`src/logic/ccu_pkg.sv`:
```
package ccu_pkg;
  // Channel count and bus widths
  localparam int NUM_CH = 7;
  localparam int ADDR_W = 5;
  localparam int DATA_W = 8;
  localparam int PRESC_W = 4;

  // Byte offsets inside one channel slot (slot base = channel index * 4)
  localparam logic [1:0] OFF_CTRL = 2'h0;
  localparam logic [1:0] OFF_VAL_LOW = 2'h1;
  localparam logic [1:0] OFF_VAL_HIGH = 2'h2;
  // Shared registers live in the eighth slot
  localparam logic [2:0] SLOT_SHARED = 3'h7;
  localparam logic [1:0] OFF_TSEL_LOW = 2'h0;
  localparam logic [1:0] OFF_TSEL_HIGH = 2'h1;
  localparam logic [1:0] OFF_FLAGS = 2'h2;

  // Control register fields
  localparam int CTRL_MODE_LSB = 0;
  localparam int CTRL_DUTY_LSB = 4;
  localparam logic [7:0] CTRL_RESET = 8'h00;
  localparam logic [7:0] VAL_RESET = 8'h00;
  localparam logic [7:0] TSEL_RESET = 8'h00;

  // Implemented bits of the timer-select registers
  localparam logic [7:0] TSEL_LOW_MASK = 8'hD7;
  localparam logic [7:0] TSEL_HIGH_MASK_FULL = 8'h17;
  localparam logic [7:0] TSEL_HIGH_MASK_SMALL = 8'h03;

  // Mode field codes
  localparam logic [3:0] MODE_OFF = 4'h0;
  localparam logic [3:0] MODE_TOGGLE = 4'h2;
  localparam logic [3:0] MODE_CAP_FALL = 4'h4;
  localparam logic [3:0] MODE_CAP_RISE = 4'h5;
  localparam logic [3:0] MODE_CAP_RISE4 = 4'h6;
  localparam logic [3:0] MODE_CAP_RISE16 = 4'h7;
  localparam logic [3:0] MODE_SET_HIGH = 4'h8;
  localparam logic [3:0] MODE_SET_LOW = 4'h9;
  localparam logic [3:0] MODE_SOFT_IRQ = 4'hA;
  localparam logic [3:0] MODE_SPECIAL = 4'hB;
  localparam logic [1:0] CLASS_CAPTURE = 2'h1;
  localparam logic [1:0] CLASS_COMPARE = 2'h2;
  localparam logic [1:0] CLASS_PWM = 2'h3;

  // Prescaler terminal counts
  localparam logic [1:0] PRESC4_LAST = 2'h3;
  localparam logic [3:0] PRESC16_LAST = 4'hF;

  // Timer indices: 16-bit list is timers 1,3,5,7; 8-bit list is 2,4,6
  localparam logic [1:0] T16_1 = 2'h0;
  localparam logic [1:0] T16_3 = 2'h1;
  localparam logic [1:0] T16_5 = 2'h2;
  localparam logic [1:0] T16_7 = 2'h3;
  localparam logic [1:0] T8_2 = 2'h0;
  localparam logic [1:0] T8_4 = 2'h1;
  localparam logic [1:0] T8_6 = 2'h2;
endpackage

```
`src/logic/ccu_channel.sv`:
```
`timescale 1ns/1ns
`default_nettype none
// One capture/compare/PWM channel with its data register
module ccu_channel (
  input wire logic clk_in,
  input wire logic rst_in,
  input wire logic [3:0] mode_in,
  input wire logic [1:0] duty_low_in,
  input wire logic low_wr_in,
  input wire logic high_wr_in,
  input wire logic [7:0] wdata_in,
  input wire logic [15:0] cc_timer_in,
  input wire logic [9:0] pwm_count_in,
  input wire logic pwm_period_in,
  input wire logic cap_pin_in,
  input wire logic port_latch_in,
  output logic [7:0] value_low_out,
  output logic [7:0] value_high_out,
  output logic irq_set_out,
  output logic trigger_out,
  output logic pin_out,
  output logic pin_oe_out
);
  import ccu_pkg::*;

  logic sync1_r, sync2_r, sync3_r;
  logic [PRESC_W-1:0] presc_r;
  logic cap_now_r, eq_r, latch_r, pwm_r;
  logic [3:0] mode_prev_r;
  logic [9:0] duty_buf_r;
  logic is_cap, is_cmp, is_pwm, rise, fall, qual, eq, match;
  logic latch_nxt, pwm_nxt;

  // Mode classes
  assign is_cap = (mode_in[3:2] == CLASS_CAPTURE);
  assign is_pwm = (mode_in[3:2] == CLASS_PWM);
  assign is_cmp = (mode_in[3:2] == CLASS_COMPARE) || (mode_in == MODE_TOGGLE);

  // Two-stage synchroniser; the second and third stages feed edge detection
  always_ff @(posedge clk_in or posedge rst_in) begin
    if (rst_in) begin
      sync1_r <= 1'b0;
      sync2_r <= 1'b0;
      sync3_r <= 1'b0;
    end else begin
      sync1_r <= cap_pin_in;
      sync2_r <= sync1_r;
      sync3_r <= sync2_r;
    end
  end

  assign rise = sync2_r & ~sync3_r;
  assign fall = ~sync2_r & sync3_r;

  // Prescaler cleared outside capture, kept across prescaler changes
  always_ff @(posedge clk_in or posedge rst_in) begin
    if (rst_in) begin
      presc_r <= '0;
    end else if (!is_cap) begin
      presc_r <= '0;
    end else if (rise) begin
      presc_r <= presc_r + 4'h1;
    end
  end

  // Qualifying capture event
  always_comb begin
    qual = 1'b0;
    case (mode_in)
      MODE_CAP_FALL: qual = fall;
      MODE_CAP_RISE: qual = rise;
      MODE_CAP_RISE4: qual = rise && (presc_r[1:0] == PRESC4_LAST);
      MODE_CAP_RISE16: qual = rise && (presc_r == PRESC16_LAST);
      default: qual = 1'b0;
    endcase
  end

  // Capture latches the timer one cycle after the edge is seen
  always_ff @(posedge clk_in or posedge rst_in) begin
    if (rst_in) begin
      cap_now_r <= 1'b0;
    end else begin
      cap_now_r <= qual & is_cap;
    end
  end

  // Match on the first cycle of equality, so a stalled timer fires once
  assign eq = ({value_high_out, value_low_out} == cc_timer_in);
  assign match = is_cmp & eq & ~eq_r;

  always_ff @(posedge clk_in or posedge rst_in) begin
    if (rst_in) begin
      eq_r <= 1'b0;
      mode_prev_r <= MODE_OFF;
    end else begin
      eq_r <= eq & is_cmp;
      mode_prev_r <= mode_in;
    end
  end

  // Data register: capture wins over a software write in the same cycle
  always_ff @(posedge clk_in or posedge rst_in) begin
    if (rst_in) begin
      value_low_out <= VAL_RESET;
      value_high_out <= VAL_RESET;
    end else begin
      if (cap_now_r) begin
        value_low_out <= cc_timer_in[7:0];
      end else if (low_wr_in) begin
        value_low_out <= wdata_in;
      end
      if (cap_now_r) begin
        value_high_out <= cc_timer_in[15:8];
      end else if (is_pwm && pwm_period_in) begin
        value_high_out <= value_low_out;
      end else if (high_wr_in) begin
        value_high_out <= wdata_in;
      end
    end
  end

  // Compare latch and PWM level, next values
  always_comb begin
    latch_nxt = latch_r;
    if (mode_in == MODE_OFF) begin
      latch_nxt = 1'b0;
    end else if (mode_in != mode_prev_r) begin
      if (mode_in == MODE_SET_HIGH) begin
        latch_nxt = 1'b0;
      end else if (mode_in == MODE_SET_LOW) begin
        latch_nxt = 1'b1;
      end
    end else if (match) begin
      case (mode_in)
        MODE_TOGGLE: latch_nxt = ~latch_r;
        MODE_SET_HIGH: latch_nxt = 1'b1;
        MODE_SET_LOW: latch_nxt = 1'b0;
        default: latch_nxt = latch_r;
      endcase
    end
    pwm_nxt = pwm_r;
    if (!is_pwm) begin
      pwm_nxt = 1'b0;
    end else if (pwm_period_in) begin
      pwm_nxt = ({value_low_out, duty_low_in} != 10'h000);
    end else if (pwm_count_in == duty_buf_r) begin
      pwm_nxt = 1'b0;
    end
  end

  // Duty buffer reloads only at the period boundary, giving glitch-free updates
  always_ff @(posedge clk_in or posedge rst_in) begin
    if (rst_in) begin
      duty_buf_r <= 10'h000;
    end else if (!is_pwm) begin
      duty_buf_r <= 10'h000;
    end else if (pwm_period_in) begin
      duty_buf_r <= {value_low_out, duty_low_in};
    end
  end

  // Pin, latches and event pulses change on the same edge
  always_ff @(posedge clk_in or posedge rst_in) begin
    if (rst_in) begin
      latch_r <= 1'b0;
      pwm_r <= 1'b0;
      pin_out <= 1'b0;
      pin_oe_out <= 1'b0;
      irq_set_out <= 1'b0;
      trigger_out <= 1'b0;
    end else begin
      latch_r <= latch_nxt;
      pwm_r <= pwm_nxt;
      pin_out <= is_pwm ? pwm_nxt : (mode_in == MODE_SOFT_IRQ) ? port_latch_in : latch_nxt;
      pin_oe_out <= is_pwm | is_cmp;
      irq_set_out <= match | cap_now_r;
      trigger_out <= match && (mode_in == MODE_SPECIAL);
    end
  end
endmodule
`default_nettype wire

```
`src/logic/ccu_top.sv`:
```
`timescale 1ns/1ns
`default_nettype none
// How it works
// - Mode zero disables the channel and clears its state; codes 1 and 3 reserved.
// - Toggle compare inverts the pin and sets the flag on each match.
// - Modes 4 and 5 capture the timer on falling or rising input edges.
// - Modes 6 and 7 capture on every fourth or sixteenth rising edge.
// - Mode 8 starts the pin low, drives it high on match, sets flag.
// - Mode 9 starts the pin high, drives it low on match, sets flag.
// - Mode 10 only sets the flag; pin shows the port latch.
// - Mode 11 sets the flag and resets the channel's assigned 16-bit timer.
// - The trigger resets the timer only and never starts a conversion.
// - Modes 11xx are PWM; duty is low byte plus control bits 5-4.
// - Control bits 7-6 read zero; duty bits unused outside PWM.
// - Data register is capture, compare or duty; high byte buffers duty.
// - Channel 5 select: 0 gives T1/T2, 1 gives T5/T4.
// - Small variant channel 8: compare T1 always; PWM T2, T4, T6.
// - All channels run at once and may share one timer.
// - PWM uses 8-bit timers 2,4,6; compare uses 16-bit 1,3,5,7.
// - Small variant drops channels 9 and 10; their select bits read zero.
// - Each capture sets the flag; newer capture overwrites the old value.
// - Prescaler clears when off or not capturing, not on prescaler changes.
// - Compare runs continuously; the flag sets one cycle after the pin action.
module ccu_top #(
  parameter bit SMALL_MEM = 1'b0
) (
  input wire logic clk_in,
  input wire logic rst_in,
  input wire logic [ccu_pkg::ADDR_W-1:0] reg_addr_in,
  input wire logic [ccu_pkg::DATA_W-1:0] reg_wdata_in,
  input wire logic reg_wr_in,
  input wire logic reg_rd_in,
  output logic [ccu_pkg::DATA_W-1:0] reg_rdata_out,
  input wire logic [ccu_pkg::NUM_CH-1:0] cap_pin_in,
  input wire logic [ccu_pkg::NUM_CH-1:0] port_latch_in,
  output logic [ccu_pkg::NUM_CH-1:0] pin_out_out,
  output logic [ccu_pkg::NUM_CH-1:0] pin_oe_out,
  output logic [ccu_pkg::NUM_CH-1:0] irq_flag_out,
  input wire logic [63:0] tmr16_count_in,
  input wire logic [31:0] tmr8_count_in,
  input wire logic [7:0] tmr8_fine_in,
  input wire logic [3:0] tmr8_period_in,
  output logic [3:0] tmr16_reset_out
);
  import ccu_pkg::*;

  logic [5:0] ctrl_r [NUM_CH];
  logic [7:0] tsel_low_r, tsel_high_r;
  logic [7:0] tsel_high_mask;
  logic [1:0] cc_idx [NUM_CH];
  logic [1:0] pwm_idx [NUM_CH];
  logic [7:0] val_low [NUM_CH];
  logic [7:0] val_high [NUM_CH];
  logic [NUM_CH-1:0] irq_set, trig, ch_pin, ch_oe;
  logic [NUM_CH-1:0] present, low_wr, high_wr, flag_clr;
  logic [2:0] slot;
  logic [1:0] off;
  logic [3:0] reset_nxt;

  assign slot = reg_addr_in[4:2];
  assign off = reg_addr_in[1:0];
  assign tsel_high_mask = SMALL_MEM ? TSEL_HIGH_MASK_SMALL : TSEL_HIGH_MASK_FULL;

  // Which channels exist in this variant
  always_comb begin
    for (int i = 0; i < NUM_CH; i++) begin
      present[i] = !(SMALL_MEM && (i >= 5));
    end
  end

  // Per-channel write strobes for the data bytes
  always_comb begin
    for (int i = 0; i < NUM_CH; i++) begin
      low_wr[i] = reg_wr_in && present[i] && (slot == 3'(i)) && (off == OFF_VAL_LOW);
      high_wr[i] = reg_wr_in && present[i] && (slot == 3'(i)) && (off == OFF_VAL_HIGH);
    end
  end

  // Control registers; bits 7-6 are not stored
  always_ff @(posedge clk_in or posedge rst_in) begin
    if (rst_in) begin
      for (int i = 0; i < NUM_CH; i++) begin
        ctrl_r[i] <= CTRL_RESET[5:0];
      end
    end else if (reg_wr_in && (slot != SLOT_SHARED) && (off == OFF_CTRL)) begin
      for (int i = 0; i < NUM_CH; i++) begin
        if ((slot == 3'(i)) && present[i]) begin
          ctrl_r[i] <= reg_wdata_in[5:0];
        end
      end
    end
  end

  // Timer-select registers keep only their implemented bits
  always_ff @(posedge clk_in or posedge rst_in) begin
    if (rst_in) begin
      tsel_low_r <= TSEL_RESET;
      tsel_high_r <= TSEL_RESET;
    end else if (reg_wr_in && (slot == SLOT_SHARED)) begin
      if (off == OFF_TSEL_LOW) begin
        tsel_low_r <= reg_wdata_in & TSEL_LOW_MASK;
      end else if (off == OFF_TSEL_HIGH) begin
        tsel_high_r <= reg_wdata_in & tsel_high_mask;
      end
    end
  end

  // Write-one-to-clear of the flags
  always_comb begin
    flag_clr = '0;
    if (reg_wr_in && (slot == SLOT_SHARED) && (off == OFF_FLAGS)) begin
      flag_clr = reg_wdata_in[NUM_CH-1:0];
    end
  end

  // Flags are sticky; a hardware set in the clear cycle is kept
  always_ff @(posedge clk_in or posedge rst_in) begin
    if (rst_in) begin
      irq_flag_out <= '0;
    end else begin
      irq_flag_out <= (irq_flag_out & ~flag_clr) | irq_set;
    end
  end

  // Timer routing; reserved codes fall back to timers 1 and 2
  always_comb begin
    for (int i = 0; i < NUM_CH; i++) begin
      cc_idx[i] = T16_1;
      pwm_idx[i] = T8_2;
    end
    case (tsel_low_r[1:0])
      2'h1: begin
        cc_idx[0] = T16_3;
        pwm_idx[0] = T8_4;
      end
      2'h2: begin
        cc_idx[0] = T16_3;
        pwm_idx[0] = T8_6;
      end
      default: begin
        cc_idx[0] = T16_1;
        pwm_idx[0] = T8_2;
      end
    endcase
    if (tsel_low_r[2]) begin
      cc_idx[1] = T16_5;
      pwm_idx[1] = T8_4;
    end
    if (tsel_low_r[4]) begin
      cc_idx[2] = T16_5;
    end
    case (tsel_low_r[7:6])
      2'h1: begin
        cc_idx[3] = T16_5;
        pwm_idx[3] = T8_4;
      end
      2'h2: begin
        cc_idx[3] = T16_5;
        pwm_idx[3] = T8_6;
      end
      default: begin
        cc_idx[3] = T16_1;
        pwm_idx[3] = T8_2;
      end
    endcase
    case (tsel_high_r[1:0])
      2'h1: begin
        cc_idx[4] = SMALL_MEM ? T16_1 : T16_7;
        pwm_idx[4] = T8_4;
      end
      2'h2: begin
        cc_idx[4] = SMALL_MEM ? T16_1 : T16_7;
        pwm_idx[4] = T8_6;
      end
      default: begin
        cc_idx[4] = T16_1;
        pwm_idx[4] = T8_2;
      end
    endcase
    if (tsel_high_r[2]) begin
      cc_idx[5] = T16_7;
      pwm_idx[5] = T8_4;
    end
    if (tsel_high_r[4]) begin
      cc_idx[6] = T16_7;
    end
  end

  // Channels; compare taps only 16-bit timers, PWM only 8-bit ones
  for (genvar g = 0; g < NUM_CH; g++) begin : gen_ch
    if (!(SMALL_MEM && (g >= 5))) begin : gen_on
      ccu_channel u_ch (
        .clk_in(clk_in),
        .rst_in(rst_in),
        .mode_in(ctrl_r[g][3:0]),
        .duty_low_in(ctrl_r[g][5:4]),
        .low_wr_in(low_wr[g]),
        .high_wr_in(high_wr[g]),
        .wdata_in(reg_wdata_in),
        .cc_timer_in(tmr16_count_in[cc_idx[g]*16 +: 16]),
        .pwm_count_in({tmr8_count_in[pwm_idx[g]*8 +: 8],
          tmr8_fine_in[pwm_idx[g]*2 +: 2]}),
        .pwm_period_in(tmr8_period_in[pwm_idx[g]]),
        .cap_pin_in(cap_pin_in[g]),
        .port_latch_in(port_latch_in[g]),
        .value_low_out(val_low[g]),
        .value_high_out(val_high[g]),
        .irq_set_out(irq_set[g]),
        .trigger_out(trig[g]),
        .pin_out(ch_pin[g]),
        .pin_oe_out(ch_oe[g])
      );
    end else begin : gen_off
      assign val_low[g] = 8'h00;
      assign val_high[g] = 8'h00;
      assign irq_set[g] = 1'b0;
      assign trig[g] = 1'b0;
      assign ch_pin[g] = 1'b0;
      assign ch_oe[g] = 1'b0;
    end
  end

  assign pin_out_out = ch_pin;
  assign pin_oe_out = ch_oe;

  // Timers may be shared by many channels, so triggers are OR-ed per timer
  always_comb begin
    reset_nxt = 4'h0;
    for (int i = 0; i < NUM_CH; i++) begin
      if (trig[i]) begin
        reset_nxt[cc_idx[i]] = 1'b1;
      end
    end
  end

  // Timer reset pulse; no conversion-start output exists at all
  always_ff @(posedge clk_in or posedge rst_in) begin
    if (rst_in) begin
      tmr16_reset_out <= 4'h0;
    end else begin
      tmr16_reset_out <= reset_nxt;
    end
  end

  // Read port: data in the cycle after the strobe, zero elsewhere
  always_ff @(posedge clk_in or posedge rst_in) begin
    if (rst_in) begin
      reg_rdata_out <= 8'h00;
    end else if (!reg_rd_in) begin
      reg_rdata_out <= 8'h00;
    end else if (slot == SLOT_SHARED) begin
      if (off == OFF_TSEL_LOW) begin
        reg_rdata_out <= tsel_low_r;
      end else if (off == OFF_TSEL_HIGH) begin
        reg_rdata_out <= tsel_high_r;
      end else if (off == OFF_FLAGS) begin
        reg_rdata_out <= {1'b0, irq_flag_out};
      end else begin
        reg_rdata_out <= 8'h00;
      end
    end else if (!present[slot]) begin
      reg_rdata_out <= 8'h00;
    end else if (off == OFF_CTRL) begin
      reg_rdata_out <= {2'b00, ctrl_r[slot]};
    end else if (off == OFF_VAL_LOW) begin
      reg_rdata_out <= val_low[slot];
    end else if (off == OFF_VAL_HIGH) begin
      reg_rdata_out <= val_high[slot];
    end else begin
      reg_rdata_out <= 8'h00;
    end
  end
endmodule
`default_nettype wire

```
`config.mk`:
```
export PLATFORM = sky130hd
export DESIGN_NAME = ccu_top
export DESIGN_NICKNAME = d
export VERILOG_FILES = /design/src/logic/ccu_pkg.sv /design/src/logic/ccu_channel.sv /design/src/logic/ccu_top.sv
export SDC_FILE = /design/constraint.sdc
export NUM_CORES = 1
export LEC_CHECK = 0
export BUFFER_PORTS_ARGS = -buffer_cell sky130_fd_sc_hd__buf_2
export CORE_MARGIN = 4
export CORE_UTILIZATION = 30
export CTS_BUF_LIST = sky130_fd_sc_hd__clkbuf_8
export CTS_CLUSTER_DIAMETER = 40
export DETAILED_ROUTE_END_ITERATION = 12
export PLACE_DENSITY_LB_ADDON = 0.05
export SYNTH_ARGS = -nofsm -noshare
export SYNTH_HDL_FRONTEND = slang
export SYNTH_SLANG_ARGS = --single-unit
```
`constraint.sdc`:
```
create_clock -name clk_in -period 13.45 [get_ports clk_in]
set_input_delay 1.345 -clock clk_in [delete_from_list [all_inputs] [get_ports clk_in]]
set_output_delay 1.345 -clock clk_in [all_outputs]
set_load 0.005 [all_outputs]
```
==> summary.txt <==
Floorplan
  – Core area: about 76000 um2
  – Chip Width: ~290 um
  – Height of the die: approximately 290 um
  – IO Count: 172
  – Initial Util: 0.304
  – Num rows: 101
  – Die area: roughly 82000 um2

Timing
  – Final Worst Setup Slack: 9.70 ns
  – Tcrit/Tclk final: 0.279
  – Setup_tns: 0 ns
  – Fmax: 267 MHz
  – Final Setup Violations: 0
  – Final hold vios: 0
  – Slew Viols, Final: 0
  – Min Tclk post-route: approximately 3.7 ns
  – Worst slew pin tran: between 1 and 1.5 ns
  – Slew headroom: 0.201
  – Skew final: 0.0446 ns
  – RSZ-0062 raised after global routing: no

Yosys
  – Fraction of registers with async set/reset: 1.00
  – Mapped Nets: 2459
  – Synthesis Warnings: 0
  – Syn Area/Cell: slightly above 10 um2
  – Number of synthesized flops with an enable pin: 0
  – Sequential share of the synthesized area: 0.416
  – Flops & latches, synth: about 390
  – Mapped Area: roughly 23000 um2
  – Post-synth cell types: 65
  – Synth Flop Type: dfrtp_1
  – Post-Syn Instances: roughly 2300

Finish
  – Final Util: 0.359
  – Commonest non-fill, non-tap cell in the layout: dfrtp_1
  – Final nets: approximately 2600
  – P&R area growth vs syn: 18.0%
  – Layout cells sized above 1: 0.216
  – Commonest non-fill, non-tap cells in the layout: 385 x dfrtp_1, 230 x mux2i_1, 220 x nand2_1

CTS
  – Hold buffer count at CTS: 0
  – TritonCTS Sinks: roughly 390
  – Num CTS Buffers: 98
  – CTS tree: yes
  – Worst skew pair latency: 0.70 ns
  – Htree depth: 3
  – Root Buffer: clkbuf_8
  – Worst-path clk slew: around 0.05 ns
  – Post_cts resized: 0
  – Post-CTS Setup Inserts: 0
  – Max clock buf depth: 3

GRT
  – First-pass GRT wire length: approximately 140000 um
  – Tot GR Track Use: 0.236
  – Congestion Overflow GR: 0
  – Vias in the first global route: between 15000 and 20000
  – Pin count of the biggest net entering global routing: around 150
  – Initial antenna violation count: 7

Route
  – Via-to-Cell Ratio: 5.36
  – Number of routed nets with antenna violations: 0
  – WL/cell: around 28 um
  – Initial DRT Pass Iterations: 7
  – Via Count: between 15000 and 20000
  – Iteration-0 DRC count of the detailed router: around 1400
  – Post-Route WL: between 90000 and 100000 um
  – # DRC: 0

Power
  – PD cells: around 200 nW/um2
  – Leak: ~12 nW
  – Max VDD drop: a little under 0.08 mV

Worst setup path
  – Kind of end point of the critical path: register
  – CP top delay family: buffers and inverters
  – Setup crit start kind: input pin
  – Crit path required time: 13.94 ns
  – Worst Path Max Fanout: between 50 and 60
  – CP max stage delay: around 0.65 ns
  – Worst EP arrival: roughly 4.2 ns
  – Worst path bufs/invs: 3
  – Cells along the critical path: buf_2 -> buf_4 -> nor2b_2 -> buf_4 -> nand2_1 -> o211ai_1 -> o21ai_0 -> nand2_1 -> o21ai_0 -> a21boi_0
  – Setup Crit Path Kind: in -> reg
  – Slowest cell on crit path: nor2b_2

Placed design
  – Pre-CTS setup slack: 9.07 ns
  – GPL Wtd Cong: 0.871
  – Post-DP HPWL: 70200 um
  – Port-buffer cells: around 170

Outcome
  – Outcome: finished, final reports clean

Flow run
  – Max_cap viols: 0

Hold path
  – Worst hold path class: reg -> reg
## sequential cells by signal, summed over array words and instances (netlist names), 8 cells and up
name and cells:
gen_ch.gen_on.u_ch.presc_r 28, gen_ch.gen_on.u_ch.value_high_out 56, gen_ch.gen_on.u_ch.mode_prev_r 28, reg_rdata_out 8
gen_ch.gen_on.u_ch.value_low_out 56, ctrl_r 42, gen_ch.gen_on.u_ch.duty_buf_r 70
## metal layers
layer	up-vias	track usage	wire (um)
met2	683	0.364	43500
met1	9641	0.339	45700
met5	-	0	0
li1	8555	-	-
met3	136	0.0407	6100
met4	0	0.0689	2700
## worst paths after layout
path / startpoint / endpoint / slack [ns] / depth (start not counted)
setup / recovery: reg_addr_in[2] / reg_rdata_out[4] / 9.70 / 10
hold / removal: gen_ch[6].gen_on.u_ch.sync1_r / gen_ch[6].gen_on.u_ch.sync2_r / 0.35 / 0
setup reg to reg: tsel_high_r[0] / gen_ch[4].gen_on.u_ch.pin_out / 9.87 / 10
hold reg to reg: gen_ch[6].gen_on.u_ch.sync1_r / gen_ch[6].gen_on.u_ch.sync2_r / 0.35 / 0
max in group asynchronous: rst_in / gen_ch[2].gen_on.u_ch.latch_r / 10.40 / 4
min in group asynchronous: rst_in / gen_ch[0].gen_on.u_ch.duty_buf_r[7] / 0.79 / 2
## stage by stage
step / power, W / cell area, um2 / instances / hold slack (ns)
floorplan: 0.00285 / 23200 / 2307 / 0.331
global placement: 0.00355 / 24900 / 3362 / 0.332
detailed placement: 0.00356 / 24900 / 3362 / 0.337
CTS: 0.00547 / 27400 / 3543 / 0.350
global route: 0.00570 / 27400 / 3546 / 0.352
finish: 0.00543 / 27400 / 3550 / 0.347
## power by group
part           total [W]  internal [W]  switching [W]
clock            0.00187       0.00123       0.000647
sequential       0.00201       0.00143       0.000585
combinational    0.00154      0.000702       0.000838
## final cells by class
| cell class | instances | area [um2] |
|---|---|---|
| tap | 1030 | 1290 |
| fill | 7833 | 48900 |
| sequential | 386 | 9660 |
| timing repair buffer | 203 | 1110 |
| multi-input combinational | 1707 | 12700 |
| clock inverter | 66 | 932 |
| antenna | 7 | 17.5 |
| clock buffer | 115 | 1580 |
| inverter | 36 | 143 |
## cell usage after synthesis, types with 20 or more instances
master	count	area (um2)
nand4_1	32	200
xor2_1	101	885
nor2_1	165	619
nand3_1	22	110
o21ai_0	199	996
dfrtp_1	386	9660
a211oi_1	41	308
a21o_1	22	165
nor4_1	49	307
inv_1	36	135
mux4_2	54	1220
mux2_2	104	1170
xnor2_1	129	1130
nor2b_1	39	244
nor3_1	21	105
clkbuf_1	134	503
and3_1	20	125
nand2_1	220	826
buf_2	24	120
a22o_1	23	201
nand2b_1	21	131
a21oi_1	63	315
mux2i_1	230	2300
o211ai_1	25	188
## kinds of logic after synthesis
kind of cell / after synthesis / share of synthesized area
compound gates: 432 / 0.115
xor+xnor: 230 / 0.0868
fa+ha+maj: 13 / 0.00701
buf+inv: 214 / 0.0385
flops: 386 / 0.416
mux: 389 / 0.203
simple gates: 643 / 0.134
(Power assumes the default switching activity.)
